<file path="src/acr_pkg.sv">
// shared constants for the amplifier control and calibration register bank
`default_nettype none
package acr_pkg;

    localparam int ADDR_W = 4;

    // byte offsets on the apb bus, one aligned word each
    localparam logic [3:0] AMP0_CONTROL_OFS     = 4'h0;
    localparam logic [3:0] AMP1_CONTROL_OFS     = 4'h4;
    localparam logic [3:0] AMP0_OFFSET_TRIM_OFS = 4'h8;
    localparam logic [3:0] AMP1_OFFSET_TRIM_OFS = 4'hc;

    // control register field positions
    localparam int CTL_ON_BIT   = 6;
    localparam int CTL_FLAG_BIT = 5;
    localparam int CTL_BW_LSB   = 0;
    localparam int CTL_BW_W     = 2;

    // offset trim register field positions
    localparam int TRIM_MODE_BIT = 7;
    localparam int TRIM_REF_BIT  = 6;
    localparam int TRIM_CODE_LSB = 0;
    localparam int TRIM_CODE_W   = 6;

    // writable bits of the control register
    localparam logic [7:0] CTL_WR_MASK = 8'h43;

    // values after reset
    localparam logic [7:0] CTL_RESET  = 8'h00;
    localparam logic [7:0] TRIM_RESET = 8'h20;

    // bandwidth codes
    typedef enum logic [1:0] {
        ACR_BW_5K   = 2'h0,
        ACR_BW_40K  = 2'h1,
        ACR_BW_600K = 2'h2,
        ACR_BW_2M   = 2'h3
    } acr_bw_e;

    localparam int SYNC_STAGES = 2;

endpackage : acr_pkg
`default_nettype wire

</file>
<file path="src/acr_sync.sv">
// two-flop level synchroniser for one asynchronous bit
`timescale 1ns/1ns
`default_nettype none
module acr_sync (
    input  wire logic clk_i,
    input  wire logic resetn_i,
    input  wire logic async_i,
    output var  logic sync_o
);
    logic meta_reg;

    // first stage is read by the second stage only
    always_ff @(posedge clk_i)
    begin
        if (!resetn_i)
        begin
            meta_reg <= 1'b0;
            sync_o   <= 1'b0;
        end
        else
        begin
            meta_reg <= async_i;
            sync_o   <= meta_reg;
        end
    end
endmodule : acr_sync
`default_nettype wire

</file>
<file path="src/acr_amp_regs.sv">
// one amplifier's control and offset trim registers
`timescale 1ns/1ns
`default_nettype none
module acr_amp_regs (
    input  wire logic       clk_i,
    input  wire logic       resetn_i,
    input  wire logic       ctl_wr_i,
    input  wire logic       trim_wr_i,
    input  wire logic [7:0] wdata_i,
    input  wire logic       amp_out_sync_i,
    output var  logic [7:0] ctl_rd_o,
    output var  logic [7:0] trim_reg_o,
    output var  logic       on_o,
    output var  logic [1:0] bw_o,
    output var  logic       flag_o
);
    logic [7:0] ctl_reg;
    logic [7:0] ctl_next;
    logic [7:0] trim_next;
    logic       cal_mode;
    logic       flag_reg;
    logic       flag_next;

    // only enable and bandwidth bits are stored; others stay zero
    assign ctl_next  = ctl_wr_i ? (wdata_i & acr_pkg::CTL_WR_MASK) : ctl_reg; // see RQ1 // see RQ5 // see RQ10
    assign trim_next = trim_wr_i ? wdata_i : trim_reg_o;                       // see RQ7 // see RQ8 // see RQ9
    assign cal_mode  = trim_reg_o[acr_pkg::TRIM_MODE_BIT];
    // status follows output only in calibration mode, else fixed low
    assign flag_next = cal_mode & amp_out_sync_i;                              // see RQ3 // see RQ4

    always_ff @(posedge clk_i)
    begin
        if (!resetn_i)
        begin
            ctl_reg    <= acr_pkg::CTL_RESET;
            trim_reg_o <= acr_pkg::TRIM_RESET;
            flag_reg   <= 1'b0;
        end
        else
        begin
            ctl_reg    <= ctl_next;
            trim_reg_o <= trim_next;
            flag_reg   <= flag_next;
        end
    end

    // status bit is never written from the bus
    assign ctl_rd_o = {1'b0, ctl_reg[acr_pkg::CTL_ON_BIT], flag_reg, 3'h0,
                       ctl_reg[acr_pkg::CTL_BW_LSB +: acr_pkg::CTL_BW_W]}; // see RQ2 // see RQ10
    assign on_o     = ctl_reg[acr_pkg::CTL_ON_BIT];
    assign bw_o     = ctl_reg[acr_pkg::CTL_BW_LSB +: acr_pkg::CTL_BW_W];
    assign flag_o   = flag_reg;
endmodule : acr_amp_regs
`default_nettype wire

</file>
<file path="src/acr_top.sv">
// apb register bank controlling two calibrated amplifiers
//
// Behaviour
// RQ1 - each control register bit 6 is a writable amplifier enable, reset to zero.
// RQ2 - control bit 5 is a read-only output status bit that ignores writes and resets to zero.
// RQ3 - in calibration mode the status bit shows the amplifier output, high reads as one.
// RQ4 - outside calibration mode the status bit always reads zero.
// RQ5 - control bits 1 to 0 are a writable bandwidth code reset to 00: 5k, 40k, 600k, 2M.
// RQ6 - the second amplifier has the same bandwidth, enable and status layout.
// RQ7 - offset register bit 7 selects calibration mode, reset to zero.
// RQ8 - offset register bit 6 selects positive (1) or negative (0) reference pin, reset zero.
// RQ9 - offset register bits 5 to 0 are a 6-bit trim code reset to 100000.
// RQ10 - control bits 7 and 4 to 2 read zero and ignore writes.
// RQ11 - software calibrates by setting mode and reference, then stepping trim up from 000000.
// RQ12 - software then steps down from 111111 and writes back the truncated average.
// RQ13 - each amplifier output is synchronised by two flops before it reaches its status bit.
`timescale 1ns/1ns
`default_nettype none
module acr_top #(
    parameter int NUM_AMPS = 2
) (
    input  wire logic        CLK_SYS_I,
    input  wire logic        RESETN_I,
    input  wire logic        PSEL_I,
    input  wire logic        PENABLE_I,
    input  wire logic        PWRITE_I,
    input  wire logic [31:0] PADDR_I,
    input  wire logic [31:0] PWDATA_I,
    input  wire logic [3:0]  PSTRB_I,
    output var  logic        PREADY_O,
    output var  logic [31:0] PRDATA_O,
    output var  logic        PSLVERR_O,
    input  wire logic        AMP0_OUT_I,
    input  wire logic        AMP1_OUT_I,
    output var  logic        AMP0_ON_O,
    output var  logic        AMP1_ON_O,
    output var  logic [1:0]  AMP0_BANDWIDTH_CODE_O,
    output var  logic [1:0]  AMP1_BANDWIDTH_CODE_O,
    output var  logic        AMP0_CAL_MODE_O,
    output var  logic        AMP1_CAL_MODE_O,
    output var  logic        AMP0_CAL_REF_SELECT_O,
    output var  logic        AMP1_CAL_REF_SELECT_O,
    output var  logic [5:0]  AMP0_TRIM_CODE_O,
    output var  logic [5:0]  AMP1_TRIM_CODE_O
);

    ////////////////////////////////////////////////////////////////////////////////
    // bus decode

    logic        access_phase;
    logic        wr_en;
    logic        addr_ok;
    logic        aligned;
    logic        hit_ctl0;
    logic        hit_ctl1;
    logic        hit_trim0;
    logic        hit_trim1;
    logic        lane0;
    logic [3:0]  ofs;
    logic [7:0]  wbyte;

    assign ofs          = PADDR_I[acr_pkg::ADDR_W-1:0];
    assign aligned      = (PADDR_I[31:acr_pkg::ADDR_W] == 28'h0000000);
    assign hit_ctl0     = aligned && (ofs == acr_pkg::AMP0_CONTROL_OFS);
    assign hit_ctl1     = aligned && (ofs == acr_pkg::AMP1_CONTROL_OFS);
    assign hit_trim0    = aligned && (ofs == acr_pkg::AMP0_OFFSET_TRIM_OFS);
    assign hit_trim1    = aligned && (ofs == acr_pkg::AMP1_OFFSET_TRIM_OFS);
    assign addr_ok      = hit_ctl0 | hit_ctl1 | hit_trim0 | hit_trim1;
    // one wait state: answer comes in the second access cycle
    assign access_phase = PSEL_I && PENABLE_I && !PREADY_O;
    // only byte lane 0 holds data; upper lanes are ignored
    assign lane0        = PSTRB_I[0];
    assign wr_en        = access_phase && PWRITE_I && addr_ok && lane0;
    assign wbyte        = PWDATA_I[7:0];

    ////////////////////////////////////////////////////////////////////////////////
    // amplifier register slices

    logic [NUM_AMPS-1:0] amp_async;
    logic [NUM_AMPS-1:0] amp_sync;
    logic [NUM_AMPS-1:0] ctl_wr;
    logic [NUM_AMPS-1:0] trim_wr;
    logic [7:0]          ctl_rd  [NUM_AMPS];
    logic [7:0]          trim_rd [NUM_AMPS];
    logic [NUM_AMPS-1:0] amp_on;
    logic [1:0]          amp_bw  [NUM_AMPS];

    assign amp_async = {AMP1_OUT_I, AMP0_OUT_I};
    assign ctl_wr    = {wr_en & hit_ctl1, wr_en & hit_ctl0};
    assign trim_wr   = {wr_en & hit_trim1, wr_en & hit_trim0};

    // identical slice per amplifier keeps the two layouts the same
    for (genvar i = 0; i < NUM_AMPS; i++)
    begin : g_amp
        acr_sync u_sync (                          // see RQ13
            .clk_i    (CLK_SYS_I),
            .resetn_i (RESETN_I),
            .async_i  (amp_async[i]),
            .sync_o   (amp_sync[i])
        );
        acr_amp_regs u_regs (                      // see RQ6
            .clk_i          (CLK_SYS_I),
            .resetn_i       (RESETN_I),
            .ctl_wr_i       (ctl_wr[i]),
            .trim_wr_i      (trim_wr[i]),
            .wdata_i        (wbyte),
            .amp_out_sync_i (amp_sync[i]),
            .ctl_rd_o       (ctl_rd[i]),
            .trim_reg_o     (trim_rd[i]),
            .on_o           (amp_on[i]),
            .bw_o           (amp_bw[i]),
            .flag_o         ()
        );
    end

    ////////////////////////////////////////////////////////////////////////////////
    // read mux and response

    logic [7:0]  rd_byte;
    logic [31:0] prdata_next;
    logic        pready_next;
    logic        pslverr_next;

    assign rd_byte      = hit_ctl0  ? ctl_rd[0]  :
                          hit_ctl1  ? ctl_rd[1]  :
                          hit_trim0 ? trim_rd[0] :
                          hit_trim1 ? trim_rd[1] : 8'h00;
    assign pready_next  = access_phase;
    assign pslverr_next = access_phase && !addr_ok;
    assign prdata_next  = (access_phase && !PWRITE_I) ? {24'h000000, rd_byte} : 32'h00000000;

    always_ff @(posedge CLK_SYS_I)
    begin
        if (!RESETN_I)
        begin
            PREADY_O  <= 1'b0;
            PSLVERR_O <= 1'b0;
            PRDATA_O  <= 32'h00000000;
        end
        else
        begin
            PREADY_O  <= pready_next;
            PSLVERR_O <= pslverr_next;
            PRDATA_O  <= prdata_next;
        end
    end

    ////////////////////////////////////////////////////////////////////////////////
    // registered analog control outputs, one cycle behind the register

    always_ff @(posedge CLK_SYS_I)
    begin
        if (!RESETN_I)
        begin
            AMP0_ON_O             <= 1'b0;
            AMP1_ON_O             <= 1'b0;
            AMP0_BANDWIDTH_CODE_O <= acr_pkg::ACR_BW_5K;
            AMP1_BANDWIDTH_CODE_O <= acr_pkg::ACR_BW_5K;
            AMP0_CAL_MODE_O       <= 1'b0;
            AMP1_CAL_MODE_O       <= 1'b0;
            AMP0_CAL_REF_SELECT_O <= 1'b0;
            AMP1_CAL_REF_SELECT_O <= 1'b0;
            AMP0_TRIM_CODE_O      <= acr_pkg::TRIM_RESET[5:0];
            AMP1_TRIM_CODE_O      <= acr_pkg::TRIM_RESET[5:0];
        end
        else
        begin
            AMP0_ON_O             <= amp_on[0];                     // see RQ1
            AMP1_ON_O             <= amp_on[1];
            AMP0_BANDWIDTH_CODE_O <= amp_bw[0];                     // see RQ5
            AMP1_BANDWIDTH_CODE_O <= amp_bw[1];
            AMP0_CAL_MODE_O       <= trim_rd[0][acr_pkg::TRIM_MODE_BIT];
            AMP1_CAL_MODE_O       <= trim_rd[1][acr_pkg::TRIM_MODE_BIT];
            AMP0_CAL_REF_SELECT_O <= trim_rd[0][acr_pkg::TRIM_REF_BIT]; // see RQ8
            AMP1_CAL_REF_SELECT_O <= trim_rd[1][acr_pkg::TRIM_REF_BIT];
            AMP0_TRIM_CODE_O      <= trim_rd[0][acr_pkg::TRIM_CODE_LSB +: acr_pkg::TRIM_CODE_W];
            AMP1_TRIM_CODE_O      <= trim_rd[1][acr_pkg::TRIM_CODE_LSB +: acr_pkg::TRIM_CODE_W];
        end
    end

endmodule : acr_top
`default_nettype wire

</file>
<file path="config.mk">
export PLATFORM = sky130hd
export DESIGN_NAME = acr_top
export DESIGN_NICKNAME = d
export VERILOG_FILES = /design/src/acr_pkg.sv /design/src/acr_sync.sv /design/src/acr_amp_regs.sv /design/src/acr_top.sv
export SDC_FILE = /design/constraint.sdc
export NUM_CORES = 1
export LEC_CHECK = 0
export BUFFER_PORTS_ARGS = -buffer_cell sky130_fd_sc_hd__buf_2
export CORE_MARGIN = 2
export CORE_UTILIZATION = 45
export CTS_CLUSTER_SIZE = 28
export DETAILED_ROUTE_END_ITERATION = 7
export HOLD_SLACK_MARGIN = 0.08
export PLACE_DENSITY = 0.81
export SETUP_SLACK_MARGIN = 0.05
export SYNTH_ARGS = -nofsm -noshare
export SYNTH_HDL_FRONTEND = slang
export SYNTH_SLANG_ARGS = --single-unit
</file>
<file path="constraint.sdc">
create_clock -name CLK_SYS_I -period 4.25 [get_ports CLK_SYS_I]
set_clock_uncertainty 0.05 [all_clocks]
set_input_delay 0.2125 -clock CLK_SYS_I [delete_from_list [all_inputs] [get_ports CLK_SYS_I]]
set_output_delay 0.2125 -clock CLK_SYS_I [all_outputs]
set_load 0.01 [all_outputs]
</file>
# Word-level counts from Yosys, hierarchy flattened
# Cells that the tools add are included.
[word_totals]
register_bits = 84
output_inout_bits = 56
in_bits = 75
wordCells = 61
[classes]
mux = 4
n_reduce_logical = 18
eq_ne = 3
bitwise_logic = 11
[op_table]
columns = ["op", "count"]
rows = [
  ["8-bit two-way mux", 4],
  ["28-bit logical NOT", 1],
  ["1-bit logical AND", 11],
  ["4-bit equality test (second input constant)", 2],
  ["1-bit bitwise AND", 6],
  ["4-bit by 3-bit equality test with 1-bit output (second input constant)", 1],
  ["4-bit logical NOT", 1],
  ["4-bit OR reduction", 1],
  ["1-bit logical NOT", 3],
  ["1-bit bitwise OR", 3],
  ["1-bit NOT", 2],
  ["2-bit AND reduction", 1],
]

# Longest topological paths before layout
# Gate-level depths: netlist of run 1.
[depth]
depth_word = 8
ltp_mapped = 5
depth_no_buf = 4

# Cells and area by module
# A second synthesis of run 1 with hierarchy kept.
[unflattened]
cells_unflattened = 245
hier_area_um2 = 2542.4
[modules_own_cells]
columns = ["mod", "area_each_um2", "seq_area_each_um2", "instances", "cells_each"]
rows = [
  ["acr_top", 1431.4, 640.6, 1, 145],
  ["acr_amp_regs", 503.0, 240.2, 2, 46],
  ["acr_sync", 52.6, 40.0, 2, 4],
]

# Worst setup path after synthesis of run 1
# Ideal clock, no wire load.
[synth_timing]
path_type = "input to register"
startpoint = "input PADDR_I[4]"
endpoint = "register g_amp[0].u_regs.trim_reg_o[0]"
setup_time_ps = 72
setup_slack_ps = 2471
t_arrival_ps = 1658
stages = 5
t_required_ps = 4128
path_buffers = 1
cell_sequence = "nor4_1 -> nand4_1 -> buf_6 -> nor4_4 -> mux2i_1"
[synth_between]
elab_chain_cells = 8
word_cells_on_any_way = 11
classes_between = "4 x bitwise; 7 x reduce/logical"
[synth_lines]
columns = ["item", "line_no", "source"]
rows = [
  ["from (decl)", "acr_top.sv:27", "input wire logic [31:0] PADDR_I,"],
  ["28-bit logical NOT (*)", "acr_top.sv:63", "assign aligned = (PADDR_I[31:acr_pkg::ADDR_W] == 28'h0000000);"],
  ["1-bit logical AND, on equally long branches", "acr_top.sv:64, acr_top.sv:65", ""],
  ["1-bit bitwise OR (3 in a row)", "acr_top.sv:68", "assign addr_ok = hit_ctl0 | hit_ctl1 | hit_trim0 | hit_trim1;"],
  ["1-bit logical AND (2 in a row)", "acr_top.sv:73", "assign wr_en = access_phase && PWRITE_I && addr_ok && lane0;"],
  ["1-bit bitwise AND (*)", "acr_top.sv:90", "assign trim_wr = {wr_en & hit_trim1, wr_en & hit_trim0};"],
  ["to (signal assigned)", "acr_amp_regs.sv:36", "trim_reg_o <= acr_pkg::TRIM_RESET;"],
  ["to (signal assigned)", "acr_amp_regs.sv:42", "trim_reg_o <= trim_next;"],
  ["to (decl)", "acr_amp_regs.sv:12", "output var logic [7:0] trim_reg_o,"],
]
# Every way passes the cells marked *; elsewhere a longest branch is shown, timed or not.
# A chain may end at the register's enable or synchronous reset.

# Final worst setup path of run 1
[layout_timing]
startpoint = "input PADDR_I[28]"
endpoint = "register g_amp[0].u_regs.trim_reg_o[2]"
# Same word-level chain as after synthesis.

==> flow_summary.json, run 1 <==
{
  "cp_data_arrival_time_ns": 2.29,
  "drc_errors": 0,
  "hold_start": "PWDATA_I[4]",
  "worstSetupStartpointType": "input port",
  "rows": 26,
  "worstSetupStartpoint": "PADDR_I[28]",
  "grt_usage_pct": 16.4,
  "clk_pin_slew_worst_paths_ns": 0.06,
  "cp_max_fo": 12,
  "critPathMaxStageDelay_ns": 0.88,
  "dieWidth_um": 76.3,
  "internal-power_mw": 0.828,
  "synth_fa_ha_area_share_pct": 0,
  "ys_warn_count": 0,
  "outcome": "completed",
  "p_seq_share_pct": 53.4,
  "synth_cell_types": 29,
  "crit_type": "in -> reg",
  "start_util_pct": 46.4,
  "synth_area_sq_mm": 0.00235,
  "post-route-util_pct": 57.2,
  "drt_wl_total_mm": 4.56,
  "synthCells": 232,
  "hold_violations": 0,
  "synth_xor_xnor_area_share_pct": 0,
  "synthSimpleGateAreaFrac_pct": 21.0,
  "p_sw_mw": 0.232,
  "slew_violations": 0,
  "period_share_pct": 49.0,
  "reg2reg_depth": 4,
  "relSlewSlack_pct": 46.5,
  "final_cell_area_sq_mm": 0.00290,
  "ios": 131,
  "wl_per_cell_um": 11.7,
  "hold_path_class": "in -> reg",
  "swShare_pct": 21.9,
  "top_regs": "g_amp.u_regs.trim_reg_o x16, PRDATA_O x8",
  "clock.fmax_ghz": 0.480,
  "avgSynthCellArea_sq_um": 10.1,
  "power_mw": 1.06,
  "fp.dieH_um": 76.3,
  "ys_ff_latch": 60,
  "ant_nets": 0,
  "synth_compound_gate_area_share_pct": 3.19,
  "crit_required_ns": 4.45,
  "critPathSlowestCell": "nor4_4",
  "p_comb_share_pct": 5.7,
  "cts_tree": "built",
  "p_per_area_mw_per_mm2": 365,
  "dpl.hpwl_mm": 3.42,
  "cts-root-buf": "clkbuf_8",
  "yosysSeqAreaShare_pct": 51.0,
  "endpoint_kind": "register",
  "post_cts_buffers": 0,
  "grt_max_degree": 38,
  "synthMuxAreaShare_pct": 11.1,
  "cap_violations": 0,
  "grt_pass1_wl_mm": 7.37,
  "place_area_sq_mm": 0.00271,
  "cts_made_buffers": 9,
  "first_pass_iters": 4,
  "routabilityCongestion": 0.835,
  "synth_top_family_by_area": "simple AND/OR/NAND/NOR gates",
  "layout-drive-gt1-share_pct": 31.8,
  "vias": 1744,
  "cts_buffer_depth": 2,
  "viasPerCell": 4.46,
  "rsz0062_at_grt": "no",
  "final.setup.tns_ns": 0,
  "vdd_ir_drop_max_v": 0.000229,
  "timing.final.crit_period_ns": 2.08,
  "rrSetupSlack_ns": 2.45,
  "path_cells": "buf_2, nor4_1, nand4_1, nor4_4, mux2i_1",
  "grt_pass1_vias": 1741,
  "antenna_found_initial": 0,
  "layout.nets": 392,
  "r2r-start": "PREADY_O",
  "setup_viol": 0,
  "insertion_delay_ns": 0.33,
  "core_sq_mm": 0.00507,
  "drt_iter0_markers": 62,
  "antennaDiodeCount": 0,
  "hold_ws_ns": 0.115,
  "die_area_sq_mm": 0.00582,
  "p_leak_nw": 1.47,
  "largest_reg_flops": 16,
  "h-tree-depth": 3,
  "grt_overflow": 0,
  "port_buffers": 79,
  "area_growth_pct": 23.3,
  "power.share.clock_pct": 40.9,
  "clock_sinks": 60,
  "hold_path_depth": 3,
  "regMostFlops": "g_amp.u_regs.trim_reg_o",
  "tightestPinTransition_ns": 0.796
}
## what timing repair did
action | CTS | global route
resized for setup | 0 | 0
hold buffers | 2 | 0
endpoints found under the hold margin | 2 | 0
## final timing paths
| path | endpoint |
|---|---|
| max reg2reg | g_amp[0].u_regs.trim_reg_o[2] |
| min | g_amp[0].u_regs.trim_reg_o[4] |
| max | g_amp[0].u_regs.trim_reg_o[2] |
| min reg2reg | g_amp[1].u_sync.sync_o |
## per-stage QoR
stage / setup WS (ns) / instances
final: 2.17 / 391
after detailed placement: 1.80 / 374
after CTS: 2.17 / 391
after floorplan: 2.47 / 255
after global placement: 1.87 / 374
after global routing: 1.92 / 391
## synthesized netlist by cell type, drive strengths merged
cell / instances / area (sq um)
nor3: 4 / 20.0
nand4b: 1 / 8.76
buf: 25 / 191
and3b: 1 / 8.76
clkbuf: 5 / 18.8
and2: 8 / 50.1
nor3b: 1 / 7.51
nor2b: 3 / 18.8
a211oi: 4 / 30.0
or4b: 2 / 20.0
nand2: 28 / 105
a2111oi: 4 / 45.0
nand4bb: 1 / 11.3
inv: 29 / 109
or4: 2 / 18.8
nand4: 4 / 31.3
nor4: 11 / 141
dfxtp: 60 / 1200
conb: 1 / 3.75
nor2: 9 / 33.8
and3: 3 / 18.8
mux2i: 26 / 260
## metal layers
metal	track usage, %	routed length (um)
met1	16.6	1890
met2	28.9	2360
met3	8.53	293
met4	5.09	13
met5	0	0
## cell type report
type | instances | area (sq um)
Tap cell | 70 | 87.6
Multi-Input combinational cell | 136 | 920
Fill cell | 471 | 2170
Timing Repair Buffer | 81 | 415
Inverter | 29 | 109
Clock inverter | 2 | 10.0
Clock buffer | 13 | 159
Sequential cell | 60 | 1200
## power by group through the flow
stage                     Sequential (mW)  Clock, mW  Combinational (mW)
after global routing                0.566      0.473              0.0675
final                               0.566      0.433              0.0609
after floorplan                     0.578          0              0.0450
after detailed placement            0.578          0              0.0594
after CTS                           0.566      0.448              0.0608
after global placement              0.578          0              0.0579
## placed cells by master, fill, tap and decap left out, types with 4 or more instances in the layout
cell	instances
buf_2	79
nand2_1	28
nor4_1	5
conb_1	24
a211oi_1	4
nor2_1	9
inv_1	29
and2_1	8
nor4_4	4
nor3_1	4
mux2i_1	26
dfxtp_1	60
clkbuf_8	11
## cells by family (layout without fill, tap and decap cells)
| family | Yosys count | after routing |
|---|---|---|
| other | 1 | 24 |
| and+or+nand+nor | 78 | 78 |
| buffers and inverters | 59 | 125 |
| muxes | 26 | 26 |
| DFF | 60 | 60 |
| AOI/OAI and AO/OA | 8 | 8 |
## critical path, delay by kind of cell
| family | cells | cell delay, ns |
|---|---|---|
| mux | 1 | 0.26 |
| buf+inv | 1 | 0.10 |
| simple gates | 3 | 1.71 |
Power figures use the tool's default switching activity.
==> inputs of run 2 (changes only) <==
- CORE_UTILIZATION: 45 -> 39
- PLACE_DENSITY: 0.81 -> 0.75
- clock period: 4.25 -> 1.7 ns (I/O delays scaled with it)
==> flow_summary.json, run 2 (synthesized netlist as in run 1, its figures left out) <==
{
  "antenna_found_initial": 0,
  "slew_violations": 0,
  "first_pass_iters": 4,
  "layout-drive-gt1-share_pct": 33.6,
  "port_buffers": 79,
  "crit_family": "simple AND/OR/NAND/NOR gates",
  "worst-path-buf-inv": 1,
  "cp_max_fo": 3,
  "rsz0062_at_grt": "yes",
  "endpoint_kind": "register",
  "insertion_delay_ns": 0.34,
  "cts_buffer_depth": 2,
  "drc_errors": 0,
  "fp.dieH_um": 81.7,
  "cts_made_buffers": 9,
  "regMostFlops": "g_amp.u_regs.trim_reg_o",
  "grt_usage_pct": 17.3,
  "crit_required_ns": 1.91,
  "area_growth_pct": 36.3,
  "hold_ws_ns": 0.121,
  "p_sw_mw": 0.639,
  "cts-root-buf": "clkbuf_8",
  "routabilityCongestion": 0.805,
  "r2r-start": "PREADY_O",
  "hold_path_class": "in -> reg",
  "worstSetupStartpointType": "register",
  "layout_common_cells": "buf_2 (79), dfxtp_1 (59), inv_1 (29)",
  "reg2reg_to": "g_amp[1].u_regs.trim_reg_o[7]",
  "clock.fmax_ghz": 0.621,
  "crit_type": "reg -> reg",
  "layout.nets": 418,
  "p_leak_nw": 1.63,
  "hold_start": "PADDR_I[27]",
  "cap_violations": 0,
  "grt_pass1_vias": 1902,
  "outcome": "completed",
  "p_comb_share_pct": 6.1,
  "h-tree-depth": 3,
  "path_cells": "and3b_1, nand4_1, nor4_4, buf_4, mux2i_1",
  "path_depth": 5,
  "dieWidth_um": 81.7,
  "grt_pass1_wl_mm": 8.47,
  "antennaDiodeCount": 0,
  "internal-power_mw": 2.36,
  "viasPerCell": 4.52,
  "p_seq_share_pct": 47.1,
  "period_share_pct": 94.7,
  "cp-endpoint": "g_amp[1].u_regs.trim_reg_o[7]",
  "reg2reg_depth": 5,
  "core_sq_mm": 0.00589,
  "clk_pin_slew_worst_paths_ns": 0.06,
  "ant_nets": 0,
  "drt_iter0_markers": 105,
  "final_common_cell": "buf_2",
  "top_regs": "g_amp.u_regs.trim_reg_o x16, PRDATA_O x8",
  "rows": 28,
  "setup_viol": 0,
  "critPathMaxStageDelay_ns": 0.34,
  "cp_data_arrival_time_ns": 1.82,
  "critPathSlowestCell": "nor4_4",
  "worstSetupStartpoint": "PREADY_O",
  "post_cts_buffers": 0,
  "power.share.clock_pct": 46.7,
  "p_per_area_mw_per_mm2": 935,
  "ios": 131,
  "grt_overflow": 0,
  "rrSetupSlack_ns": 0.09,
  "cts_tree": "built",
  "largest_reg_flops": 16,
  "drt_wl_total_mm": 5.33,
  "timing.final.crit_period_ns": 1.61,
  "vdd_ir_drop_max_v": 0.000480,
  "wl_per_cell_um": 12.6,
  "clock_sinks": 60,
  "die_area_sq_mm": 0.00667,
  "hold_violations": 0,
  "vias": 1913,
  "swShare_pct": 21.3,
  "dpl.hpwl_mm": 3.80,
  "grt_max_degree": 37,
  "start_util_pct": 40.0,
  "final.setup.tns_ns": 0
}
run 2: cell types whose count changed in the layout (fill, tap and decap cells not counted):
cell            before  now
clkinvlp_4           0    1
buf_6                0    1
buf_12               0    1
dfxtp_1             60   59
dlymetal6s4s_1       0    2
buf_4                0   11
dlygate4sd3_1        2   13
clkinv_2             2    1
clkbuf_8            11   10
dfxtp_2              0    1
bufinv_16            0    2
run 2: through the flow:
stage	util (%)	instances	instance area (sq um)	power, mW	worst slack, ns
2_1_floorplan	-	255	2440	1.56	0.0709
3_3_place_gp	48.1	392	2830	1.60	-0.0853
3_5_place_dp	48.1	392	2830	1.60	-0.0923
4_1_cts	54.3	423	3200	3.03	0.0984
5_1_grt	54.5	423	3210	3.11	-0.0148
6_report	54.5	423	3210	3.00	0.0899
run 2: power groups by stage:
| stage | Combinational, mW | Sequential (mW) | Clock, mW |
|---|---|---|---|
| 2_1_floorplan | 0.113 | 1.45 | 0 |
| 6_report | 0.184 | 1.41 | 1.40 |
| 5_1_grt | 0.203 | 1.41 | 1.49 |
| 3_3_place_gp | 0.150 | 1.44 | 0 |
| 4_1_cts | 0.180 | 1.41 | 1.43 |
| 3_5_place_dp | 0.153 | 1.45 | 0 |
run 2: how the worst min path moves through the flow:
stage	endpoint	slack (ns)	depth (start not counted)
floorplan	g_amp[0].u_sync.meta_reg	0.16	1
global placement	g_amp[0].u_sync.meta_reg	0.24	2
detailed placement	g_amp[1].u_sync.meta_reg	0.25	2
CTS	PSLVERR_O	0.11	5
global route	PSLVERR_O	0.16	5
finish	PSLVERR_O	0.12	5
run 2: layout make-up:
type                    count  area, sq um
clock inverters             4         72.6
fillers                   545         2680
well taps                  75         93.8
flip-flops and latches     60         1200
clock buffers              12          145
inverters                  29          109
multi-input cells         136          920
repair buffers            107          664
run 2: timing repair:
action	CTS	global route
gates resized for setup	0	4
endpoints found under the hold margin	30	0
endpoints found under the setup margin	0	15
hold buffers	15	0
run 2: layer usage:
layer / GRT usage, % / routed length, um / up-vias
li1: - / - / 943
met2: 29.6 / 2720 / 65
met1: 17.7 / 2070 / 886
met4: 10.3 / 179 / 0
met5: 0 / 0 / -
met3: 7.14 / 363 / 19
run 2: worst register-to-register path: stages, from the launching register on:
cell,delay (ns)
dfxtp_2,0.32
and3b_1,0.23
nand4_1,0.21
nor4_4,0.34
buf_4,0.20
mux2i_1,0.19
